<file path="config.mk">
export PLATFORM = sky130hd
export DESIGN_NAME = pwt_top
export DESIGN_NICKNAME = d
export VERILOG_FILES = /design/src/rtl/pwt_pkg.sv /design/src/rtl/pwt_or_matrix.sv /design/src/rtl/pwt_top.sv /design/src/rtl/pwt_win_cmp.sv
export SDC_FILE = /design/constraint.sdc
export NUM_CORES = 2
export LEC_CHECK = 0
export BUFFER_PORTS_ARGS = -buffer_cell sky130_fd_sc_hd__buf_2
export CORE_AREA = 4 4 359 431
export CTS_CLUSTER_DIAMETER = 100
export DETAILED_ROUTE_END_ITERATION = 12
export DIE_AREA = 0 0 363 435
export GPL_TIMING_DRIVEN = 0
export PLACE_DENSITY = 0.46
export SLEW_MARGIN = 10
export SYNTH_ARGS = -nofsm -noshare
export SYNTH_HDL_FRONTEND = slang
export SYNTH_HIERARCHICAL = 1
export SYNTH_SLANG_ARGS = --single-unit
</file>
<file path="constraint.sdc">
create_clock -name aclk -period 6.6 [get_ports aclk]
set_input_delay 0.33 -clock aclk [delete_from_list [all_inputs] [get_ports aclk]]
set_output_delay 0.33 -clock aclk [all_outputs]
set_load 0.02 [all_outputs]
</file>
<file path="src/rtl/pwt_pkg.sv">
// constants, types and helpers for the position window trigger matrix
package pwt_pkg;

	// --------------------------------------------------------------
	// sizes
	// --------------------------------------------------------------
	localparam int NCH   = 4;
	localparam int NSRC  = 8;
	localparam int NOUT  = 4;
	localparam int NDOUT = 4;
	localparam int POS_W = 32;
	localparam int ANG_W = 16;
	localparam int ADR_W = 8;
	localparam int SEL_W = 4;

	// --------------------------------------------------------------
	// register map (byte addresses)
	// --------------------------------------------------------------
	localparam logic [7:0] ADDR_CTRL = 8'h00;
	localparam logic [7:0] ADDR_STAT = 8'h04;
	localparam logic [7:0] ADDR_DSEL = 8'h0C;
	localparam logic [3:0] PAGE_ASGN = 4'h1;
	localparam logic [2:0] PAGE_POSE = 3'h1;
	localparam logic [2:0] PAGE_ROTE = 3'h2;

	// field positions
	localparam int CTRL_INV_LSB  = 8;
	localparam int STAT_TRIG_LSB = 8;
	localparam int STAT_DOUT_LSB = 12;

	// reset values
	localparam logic [15:0] CTRL_RST = 16'h0000;
	localparam logic [15:0] DSEL_RST = 16'h0000;
	localparam logic [7:0]  ASGN_RST = 8'h00;
	localparam logic [31:0] EDGE_RST = 32'h0000_0000;

	// angle in tenths of a degree: -1800 .. +1800
	localparam logic signed [15:0] ANG_MIN = 16'hF8F8;
	localparam logic signed [15:0] ANG_MAX = 16'h0708;
	localparam logic [3:0]         SEL_MAX = 4'h4;

	localparam logic [1:0] RESP_OKAY   = 2'h0;
	localparam logic [1:0] RESP_SLVERR = 2'h2;
	localparam logic [1:0] RESP_DECERR = 2'h3;

	typedef enum logic [2:0] {
		RG_CTRL = 3'b000,
		RG_STAT = 3'b001,
		RG_DSEL = 3'b010,
		RG_ASGN = 3'b011,
		RG_POSE = 3'b100,
		RG_ROTE = 3'b101,
		RG_NONE = 3'b111
	} pwt_rg_t;

	function automatic pwt_rg_t addr_region(input logic [7:0] a);
		pwt_rg_t r;
		r = RG_NONE;
		if (a[1:0] == 2'h0) begin
			if (a == ADDR_CTRL)
				r = RG_CTRL;
			else if (a == ADDR_STAT)
				r = RG_STAT;
			else if (a == ADDR_DSEL)
				r = RG_DSEL;
			else if (a[7:4] == PAGE_ASGN)
				r = RG_ASGN;
			else if (a[7:5] == PAGE_POSE)
				r = RG_POSE;
			else if (a[7:5] == PAGE_ROTE)
				r = RG_ROTE;
		end
		return r;
	endfunction : addr_region

	function automatic logic [31:0] strb_merge(input logic [31:0] old,
	                                           input logic [31:0] nw,
	                                           input logic [3:0]  strb);
		logic [31:0] m;
		m = old;
		for (int b = 0; b < 4; b++) begin
			if (strb[b])
				m[8*b +: 8] = nw[8*b +: 8];
		end
		return m;
	endfunction : strb_merge

endpackage : pwt_pkg

</file>
<file path="src/rtl/pwt_or_matrix.sv">
// assignment matrix: ORs enabled sources onto each trigger output
`timescale 1ns/10ps
module pwt_or_matrix
	import pwt_pkg::*;
(
	input  wire logic                 aclk,
	input  wire logic                 aresetn,
	input  wire logic [NSRC-1:0]      src,
	input  wire logic [NSRC-1:0]      act,
	input  wire logic [NOUT*NSRC-1:0] asgn,
	output logic      [NOUT-1:0]      trig_q
);

	genvar k;
	generate
		for (k = 0; k < NOUT; k++) begin : g_out
			logic [NSRC-1:0] used;
			// an inactive source is masked even if its bit lingers
			assign used = src & act & asgn[k*NSRC +: NSRC];

			always_ff @(posedge aclk) begin
				if (!aresetn)
					trig_q[k] <= 1'b0;
				else
					trig_q[k] <= |used;
			end

			a_or_combine: assert property (
				@(posedge aclk) disable iff (!aresetn)
				(|(src & act & asgn[k*NSRC +: NSRC])) |=> trig_q[k]
			) else $error("assigned active source did not raise output");

			a_inactive_silent: assert property (
				@(posedge aclk) disable iff (!aresetn)
				((src & act) == '0) |=> !trig_q[k]
			) else $error("output high with no active source high");
		end
	endgenerate

endmodule : pwt_or_matrix

</file>
<file path="src/rtl/pwt_top.sv">
// position window trigger matrix with axi4-lite register slave
`timescale 1ns/10ps
module pwt_top
	import pwt_pkg::*;
(
	input  wire logic                    aclk,
	input  wire logic                    aresetn,
	input  wire logic [ADR_W-1:0]        s_axi_awaddr,
	input  wire logic                    s_axi_awvalid,
	output logic                         s_axi_awready,
	input  wire logic [31:0]             s_axi_wdata,
	input  wire logic [3:0]              s_axi_wstrb,
	input  wire logic                    s_axi_wvalid,
	output logic                         s_axi_wready,
	output logic [1:0]                   s_axi_bresp,
	output logic                         s_axi_bvalid,
	input  wire logic                    s_axi_bready,
	input  wire logic [ADR_W-1:0]        s_axi_araddr,
	input  wire logic                    s_axi_arvalid,
	output logic                         s_axi_arready,
	output logic [31:0]                  s_axi_rdata,
	output logic [1:0]                   s_axi_rresp,
	output logic                         s_axi_rvalid,
	input  wire logic                    s_axi_rready,
	input  wire logic signed [POS_W-1:0] act_pos,
	input  wire logic signed [ANG_W-1:0] enc_angle,
	output logic [NOUT-1:0]              trig_out,
	output logic [NDOUT-1:0]             dout
);

	// --------------------------------------------------------------
	// configuration state
	// --------------------------------------------------------------
	logic [15:0]             ctrl_q;
	logic [15:0]             dsel_q;
	logic [NSRC-1:0]         asgn_q [NOUT];
	logic signed [POS_W-1:0] pos_edge_q [2*NCH];
	logic signed [ANG_W-1:0] rot_edge_q [2*NCH];
	logic [NSRC-1:0]         src_q;
	logic [NOUT-1:0]         trig_q;
	logic [NDOUT-1:0]        dout_q;
	logic [NOUT*NSRC-1:0]    asgn_flat;

	logic                    awready_q;
	logic                    wready_q;
	logic                    bvalid_q;
	logic [1:0]              bresp_q;
	logic [ADR_W-1:0]        awaddr_q;
	logic [31:0]             wdata_q;
	logic [3:0]              wstrb_q;
	logic                    arready_q;
	logic                    rvalid_q;
	logic [1:0]              rresp_q;
	logic [31:0]             rdata_q;

	logic [NSRC-1:0] act;
	logic [NSRC-1:0] inv;
	assign act = ctrl_q[NSRC-1:0];
	assign inv = ctrl_q[CTRL_INV_LSB +: NSRC];

	// --------------------------------------------------------------
	// register read view, shared by reads and write merging
	// --------------------------------------------------------------
	function automatic logic [31:0] rd_word(input logic [7:0] a);
		logic [31:0] v;
		v = 32'h0000_0000;
		case (addr_region(a))
			RG_CTRL: v[15:0] = ctrl_q;
			RG_STAT: begin
				v[NSRC-1:0] = src_q;
				v[STAT_TRIG_LSB +: NOUT] = trig_q;
				v[STAT_DOUT_LSB +: NDOUT] = dout_q;
			end
			RG_DSEL: v[15:0] = dsel_q;
			RG_ASGN: v[NSRC-1:0] = asgn_q[a[3:2]];
			RG_POSE: v = pos_edge_q[a[4:2]];
			RG_ROTE: v = {{(32-ANG_W){rot_edge_q[a[4:2]][ANG_W-1]}},
			              rot_edge_q[a[4:2]]};
			default: v = 32'h0000_0000;
		endcase
		return v;
	endfunction : rd_word

	// --------------------------------------------------------------
	// write check
	// --------------------------------------------------------------
	logic        wr_do;
	pwt_rg_t     wr_rg;
	logic [31:0] wr_m;
	logic [1:0]  wr_resp;
	logic [1:0]  wr_k;
	logic        wr_mix;
	logic        wr_blk;

	assign wr_do = !awready_q && !wready_q && !bvalid_q;
	assign wr_rg = addr_region(awaddr_q);
	always_comb wr_m = strb_merge(rd_word(awaddr_q), wdata_q, wstrb_q);
	assign wr_k  = awaddr_q[3:2];
	assign wr_mix = (|wr_m[3:0]) && (|wr_m[7:4]);
	assign wr_blk = (|wr_m[7:4]) && (|asgn_q[wr_k][3:0]);

	always_comb begin
		wr_resp = RESP_OKAY;
		case (wr_rg)
			RG_CTRL, RG_POSE: wr_resp = RESP_OKAY;
			RG_STAT: wr_resp = RESP_SLVERR;
			RG_DSEL: begin
				for (int i = 0; i < NDOUT; i++) begin
					if (wr_m[SEL_W*i +: SEL_W] > SEL_MAX)
						wr_resp = RESP_SLVERR;
				end
			end
			RG_ASGN: begin
				// position rows rank above rotor rows
				if (wr_mix || wr_blk)
					wr_resp = RESP_SLVERR;
				else if ((wr_m[NSRC-1:0] & ~act) != '0)
					wr_resp = RESP_SLVERR;
			end
			RG_ROTE: begin
				if ($signed(wr_m[ANG_W-1:0]) < ANG_MIN ||
				    $signed(wr_m[ANG_W-1:0]) > ANG_MAX)
					wr_resp = RESP_SLVERR;
			end
			default: wr_resp = RESP_DECERR;
		endcase
	end

	logic wr_take;
	assign wr_take = wr_do && (wr_resp == RESP_OKAY);

	// --------------------------------------------------------------
	// write channel handshake
	// --------------------------------------------------------------
	always_ff @(posedge aclk) begin
		if (!aresetn) begin
			awready_q <= 1'b1;
			awaddr_q  <= '0;
		end else if (s_axi_awvalid && awready_q) begin
			awready_q <= 1'b0;
			awaddr_q  <= s_axi_awaddr;
		end else if (wr_do) begin
			awready_q <= 1'b1;
		end
	end

	always_ff @(posedge aclk) begin
		if (!aresetn) begin
			wready_q <= 1'b1;
			wdata_q  <= 32'h0000_0000;
			wstrb_q  <= 4'h0;
		end else if (s_axi_wvalid && wready_q) begin
			wready_q <= 1'b0;
			wdata_q  <= s_axi_wdata;
			wstrb_q  <= s_axi_wstrb;
		end else if (wr_do) begin
			wready_q <= 1'b1;
		end
	end

	always_ff @(posedge aclk) begin
		if (!aresetn) begin
			bvalid_q <= 1'b0;
			bresp_q  <= RESP_OKAY;
		end else if (wr_do) begin
			bvalid_q <= 1'b1;
			bresp_q  <= wr_resp;
		end else if (bvalid_q && s_axi_bready) begin
			bvalid_q <= 1'b0;
		end
	end

	// --------------------------------------------------------------
	// register storage
	// --------------------------------------------------------------
	always_ff @(posedge aclk) begin
		if (!aresetn) begin
			ctrl_q <= CTRL_RST;
			dsel_q <= DSEL_RST;
		end else if (wr_take && wr_rg == RG_CTRL) begin
			ctrl_q <= wr_m[15:0];
		end else if (wr_take && wr_rg == RG_DSEL) begin
			dsel_q <= wr_m[15:0];
		end
	end

	always_ff @(posedge aclk) begin
		if (!aresetn) begin
			for (int k = 0; k < NOUT; k++)
				asgn_q[k] <= ASGN_RST;
		end else if (wr_take && wr_rg == RG_ASGN) begin
			asgn_q[wr_k] <= wr_m[NSRC-1:0];
		end
	end

	always_ff @(posedge aclk) begin
		if (!aresetn) begin
			for (int i = 0; i < 2*NCH; i++) begin
				pos_edge_q[i] <= EDGE_RST;
				rot_edge_q[i] <= EDGE_RST[ANG_W-1:0];
			end
		end else if (wr_take && wr_rg == RG_POSE) begin
			pos_edge_q[awaddr_q[4:2]] <= wr_m;
		end else if (wr_take && wr_rg == RG_ROTE) begin
			rot_edge_q[awaddr_q[4:2]] <= wr_m[ANG_W-1:0];
		end
	end

	// --------------------------------------------------------------
	// read channel
	// --------------------------------------------------------------
	always_ff @(posedge aclk) begin
		if (!aresetn) begin
			arready_q <= 1'b1;
			rvalid_q  <= 1'b0;
			rresp_q   <= RESP_OKAY;
			rdata_q   <= 32'h0000_0000;
		end else if (s_axi_arvalid && arready_q) begin
			arready_q <= 1'b0;
			rvalid_q  <= 1'b1;
			rdata_q   <= rd_word(s_axi_araddr);
			rresp_q   <= (addr_region(s_axi_araddr) == RG_NONE) ?
			             RESP_DECERR : RESP_OKAY;
		end else if (rvalid_q && s_axi_rready) begin
			rvalid_q  <= 1'b0;
			arready_q <= 1'b1;
		end
	end

	// --------------------------------------------------------------
	// channels and matrix
	// --------------------------------------------------------------
	genvar c;
	generate
		for (c = 0; c < NCH; c++) begin : g_ch
			pwt_win_cmp #(.W(POS_W)) u_pos (
				.aclk    (aclk),
				.aresetn (aresetn),
				.value   (act_pos),
				.lo      (pos_edge_q[2*c]),
				.hi      (pos_edge_q[2*c+1]),
				.inv     (inv[c]),
				.hit_q   (src_q[c])
			);
			// angle is already folded into one turn by the encoder
			pwt_win_cmp #(.W(ANG_W)) u_rot (
				.aclk    (aclk),
				.aresetn (aresetn),
				.value   (enc_angle),
				.lo      (rot_edge_q[2*c]),
				.hi      (rot_edge_q[2*c+1]),
				.inv     (inv[NCH+c]),
				.hit_q   (src_q[NCH+c])
			);
		end
		for (c = 0; c < NOUT; c++) begin : g_flat
			assign asgn_flat[c*NSRC +: NSRC] = asgn_q[c];
		end
	endgenerate

	pwt_or_matrix u_matrix (
		.aclk    (aclk),
		.aresetn (aresetn),
		.src     (src_q),
		.act     (act),
		.asgn    (asgn_flat),
		.trig_q  (trig_q)
	);

	// --------------------------------------------------------------
	// digital output function selectors
	// --------------------------------------------------------------
	genvar d;
	generate
		for (d = 0; d < NDOUT; d++) begin : g_dout
			logic [SEL_W-1:0] sel;
			assign sel = dsel_q[SEL_W*d +: SEL_W];

			always_ff @(posedge aclk) begin
				if (!aresetn)
					dout_q[d] <= 1'b0;
				else if (sel != '0 && sel <= SEL_MAX)
					dout_q[d] <= trig_q[sel[1:0] - 2'h1];
				else
					dout_q[d] <= 1'b0;
			end

			a_dout_none: assert property (
				@(posedge aclk) disable iff (!aresetn)
				(sel == '0) |=> !dout_q[d]
			) else $error("unselected digital output went high");

			a_dout_route: assert property (
				@(posedge aclk) disable iff (!aresetn)
				(sel == SEL_MAX && $stable(sel)) ##1 (sel == SEL_MAX)
				|-> (dout_q[d] == $past(trig_q[NOUT-1]))
			) else $error("digital output not following trigger four");
		end
	endgenerate

	assign trig_out      = trig_q;
	assign dout          = dout_q;
	assign s_axi_awready = awready_q;
	assign s_axi_wready  = wready_q;
	assign s_axi_bvalid  = bvalid_q;
	assign s_axi_bresp   = bresp_q;
	assign s_axi_arready = arready_q;
	assign s_axi_rvalid  = rvalid_q;
	assign s_axi_rresp   = rresp_q;
	assign s_axi_rdata   = rdata_q;

	// --------------------------------------------------------------
	// checks
	// --------------------------------------------------------------
	generate
		for (c = 0; c < NOUT; c++) begin : g_chk
			a_group_nomix: assert property (
				@(posedge aclk) disable iff (!aresetn)
				!((|asgn_q[c][3:0]) && (|asgn_q[c][7:4]))
			) else $error("output mixes position and rotor groups");
		end
		for (c = 0; c < 2*NCH; c++) begin : g_ang
			a_angle_range: assert property (
				@(posedge aclk) disable iff (!aresetn)
				(rot_edge_q[c] >= ANG_MIN) && (rot_edge_q[c] <= ANG_MAX)
			) else $error("rotor edge outside half turn range");
		end
	endgenerate

	a_rotor_blocked: assert property (
		@(posedge aclk) disable iff (!aresetn)
		(wr_do && wr_rg == RG_ASGN && wr_blk)
		|=> (bvalid_q && bresp_q == RESP_SLVERR)
	) else $error("rotor assign accepted over position assign");

	a_inactive_refused: assert property (
		@(posedge aclk) disable iff (!aresetn)
		(wr_do && wr_rg == RG_ASGN && (wr_m[NSRC-1:0] & ~act) != '0)
		|=> (bresp_q == RESP_SLVERR)
	) else $error("inactive source assign accepted");

endmodule : pwt_top

</file>
<file path="src/rtl/pwt_win_cmp.sv">
// one window comparator channel with invert option
`timescale 1ns/10ps
module pwt_win_cmp
	import pwt_pkg::*;
#(
	parameter int W = 32
) (
	input  wire logic                aclk,
	input  wire logic                aresetn,
	input  wire logic signed [W-1:0] value,
	input  wire logic signed [W-1:0] lo,
	input  wire logic signed [W-1:0] hi,
	input  wire logic                inv,
	output logic                     hit_q
);

	always_ff @(posedge aclk) begin
		if (!aresetn)
			hit_q <= 1'b0;
		else
			hit_q <= ((value >= lo) && (value <= hi)) ^ inv;
	end

	// the sampled aresetn keeps the release edge out: hit_q is still
	// being reset there, so the next edge shows no compare result yet
	a_below_lower: assert property (
		@(posedge aclk) disable iff (!aresetn)
		aresetn && (value < lo) |=> (hit_q == $past(inv))
	) else $error("below lower edge gave wrong level");

	a_above_upper: assert property (
		@(posedge aclk) disable iff (!aresetn)
		aresetn && (value > hi) |=> (hit_q == $past(inv))
	) else $error("above upper edge gave wrong level");

	a_inside_window: assert property (
		@(posedge aclk) disable iff (!aresetn)
		aresetn && (value >= lo && value <= hi) |=> (hit_q != $past(inv))
	) else $error("inside window gave outside level");

endmodule : pwt_win_cmp

</file>
==> impl_metrics.ini <==
[synthesis]
ys_seq_area_share_pct = 37.6
ys.flop_type = edfxtp_1
synth-warning-count = 6
synth_edf_count = 416
synth_seq_cells = 551
netlist_top_cells_area = edfxtp_1, ha_1, mux4_2
syn_avg_cell_area_um2 = 10.9
synth_most_common_cell = edfxtp_1
synthesis.nets = 4216
synth.distinct_cells = 100
synthCells = 3721
synthArstFlopShare_pct = 0
synth_top_area_share_pct = 30.9
synth_area_um2 = 40400
synth.top_cells.by_count = edfxtp_1, inv_1, ha_1
yosysTopAreaCell = edfxtp_1

[routing]
vias = 34000
wl_per_cell_um = 32.5
drt_first_pass_iters = 6
avgViaCountPerCell = 5.59
drtIter0Drc = 3890
post-route-drc-count = 0
antenna_left = 0
drt-total-wl_mm = 197

[clock_network]
root_buffer = clkbuf_16
numCtsBuffers = 72
cts_tree = yes
cts_buffer_depth = 3
ctsHtreeMaxLevel = 3
clkLatencyLatePin_ps = 670
clk_pin_slew_worst_paths_ps = 60
clock-sinks = 551

[place]
port_buffers = 152
dpl.hpwl_mm = 156
place_congestion = 0.984
place_area_um2 = 44400

[power]
ir_drop_mv = 0.139
p_per_area_nw_per_um2 = 219
leakagePower_nw = 17.2

[sta]
fin_crit_ps = 6540
rsz0062_at_grt = false
setup_viol = 0
slew_violations = 0
slew_headroom_pct = 5.05
fin_hold_ws_ps = 14.0
layout_worst_path_cycle_share_pct = 99.1
hold_violations = 0
worstMarginPinSlew_ps = 1420
clock_skew_ps = 44.4
timing.fmax_ghz = 0.153

[global_routing]
grt_usage_pct = 24.3
overflow = 0
antenna_found_initial = 8
grt_pass1_vias = 33600
grt_pass1_wl_mm = 269
grt_max_degree = 24

[setup_path]
startpoint_type = flop
cp_top_family = compound AO/OA/AOI/OAI gates
reg2reg_to = pos_edge_q[2][20]$_SDFFCE_PN0P_
crit_top_cell = buf_6
critical_path.cell_chain = buf_4 -> buf_6 -> buf_2 -> mux2i_1 -> a22oi_1 -> a32oi_1 -> o2111ai_1 -> o21ai_1 -> nand3_1 -> a21boi_2 -> o2111ai_4 -> buf_6 -> o41ai_2 -> buf_6 -> buf_4 -> buf_2
worstPathMaxFanout = 10
reg2reg_slack_ps = 60
cpPeakStageDelay_ps = 740
worstPathArrival_ps = 6870
slowest_stage = o41ai_2
critPathKind = flop to flop
required_ps = 6920
path_buf_inv = 7
reg2regPathDepth = 16
endpoint_kind = flop

[floorplan]
die-area_um2 = 158000
start_util_pct = 26.9
ios = 156
fp.coreArea_um2 = 150000
fp-row-count = 156
die_w_um = 363
die-height_um = 435

[run]
max_cap_viol_count = 0

[hold_path]
hold_path_class = input port to flop
min_to = awaddr_q[1]$_SDFFE_PN0P_
min_from = s_axi_awaddr[1]
holdPathStages = 3

[cells_and_area]
stdcell_area_um2 = 47200
drive_gt1_share_pct = 23.9
area_growth_pct = 16.8
nNetsFinal = 4544

[run_status]
status = finished clean
## layout make-up
cell class,count,area [um^2]
fillers,15500,103000
multi-input cells,2500,22500
flip-flops and latches,551,15200
well taps,1975,2470
clock buffers,93,1950
repair buffers,254,1720
inverters,419,1570
plain buffers,251,1380
clock inverters,36,434
diodes,5,12.5
## per-layer routing
layer | vias to the layer above | track usage, % | wire, um
met5 | - | 0 | 21
met4 | 4 | 16.3 | 16800
met3 | 514 | 3.89 | 13700
met2 | 1664 | 39.4 | 90800
met1 | 17100 | 29.6 | 76200
li1 | 14700 | - | -
## where the power goes
part / leakage (nW) / switching, mW / internal (mW) / total [mW]
logic: 10.7 / 1.51 / 0.679 / 2.19
clock network: 1.15 / 1.70 / 2.44 / 4.14
registers: 5.40 / 0.156 / 3.85 / 4.00
## stage by stage
| stage | utilization [%] | setup slack [ps] | power [mW] | std cells | TNS (ps) |
|---|---|---|---|---|---|
| CTS | 31.4 | 261 | 10.3 | 6078 | 0 |
| floorplan | - | 25.2 | 5.19 | 3721 | 0 |
| global route | 31.4 | 127 | 10.6 | 6079 | 0 |
| finish | 31.4 | 57.7 | 10.3 | 6084 | 0 |
| global placement | 29.0 | -5820 | 6.14 | 5848 | -1236700 |
| detailed placement | 29.5 | 310 | 6.18 | 5905 | 0 |
## layout by cell type (no fill, tap or decap), drive strengths merged, types with 74 or more instances in the layout
cell type	instances
nor3	449
inv	419
edfxtp	416
ha	388
buf	316
clkbuf	238
a21oi	218
nand2	194
mux4	173
mux2i	170
dfxtp	135
nor2	134
nand3	76
o21ai	76
nand4	74
## timing repair
action | 4_1_cts | 5_1_grt
hold buffers | 44 | 0
setup endpoints to repair | 0 | 7
endpoints found under the hold margin | 47 | 0
setup buffers | 0 | 0
gates resized for setup | 0 | 1
## worst reg2reg max path, stage by stage (launching register included)
cell and delay (ps):
dfxtp_1 310, buf_4 300, buf_6 280, buf_2 580
mux2i_1 280, a22oi_1 230, a32oi_1 410, o2111ai_1 320
o21ai_1 530, nand3_1 320, a21boi_2 600, o2111ai_4 380
buf_6 290, o41ai_2 740, buf_6 240, buf_4 190
buf_2 240
## flip-flops by register name, summed over array words and instances (netlist names), 2 cells and up, named ones only
signal            flops
wstrb_q               4
s_axi_bresp           2
s_axi_rdata          32
wdata_q              32
rot_edge_q          128
g_ch.u_pos/hit_q      4
u_matrix/trig_q       4
dsel_q               16
dout                  4
asgn_q               32
g_ch.u_rot/hit_q      4
ctrl_q               16
awaddr_q              8
pos_edge_q          256
## worst max-delay path by stage
stage / from / end / cells after the start / slack (ps)
2_1_floorplan: flop / pos_edge_q[1][0]$_SDFFCE_PN0P_ / 12 / 30
3_3_place_gp: flop / pos_edge_q[1][22]$_SDFFCE_PN0P_ / 13 / -5820
3_5_place_dp: flop / rot_edge_q[6][14]$_SDFFCE_PN0P_ / 15 / 310
4_1_cts: flop / rot_edge_q[6][14]$_SDFFCE_PN0P_ / 15 / 260
5_1_grt: flop / pos_edge_q[2][20]$_SDFFCE_PN0P_ / 16 / 130
6_report: flop / pos_edge_q[2][20]$_SDFFCE_PN0P_ / 16 / 60
## kinds of logic after synthesis
kind of cell / after synthesis / synth area share [%]
muxes: 370 / 14.6
DFF: 551 / 37.6
buffers and inverters: 670 / 7.26
and+or+nand+nor: 1065 / 16.4
xor gates and xnor gates: 11 / 0.238
AOI/OAI and AO/OA: 666 / 11.9
adders and majority gates: 388 / 12.0
Power figures use the tool's default switching activity.
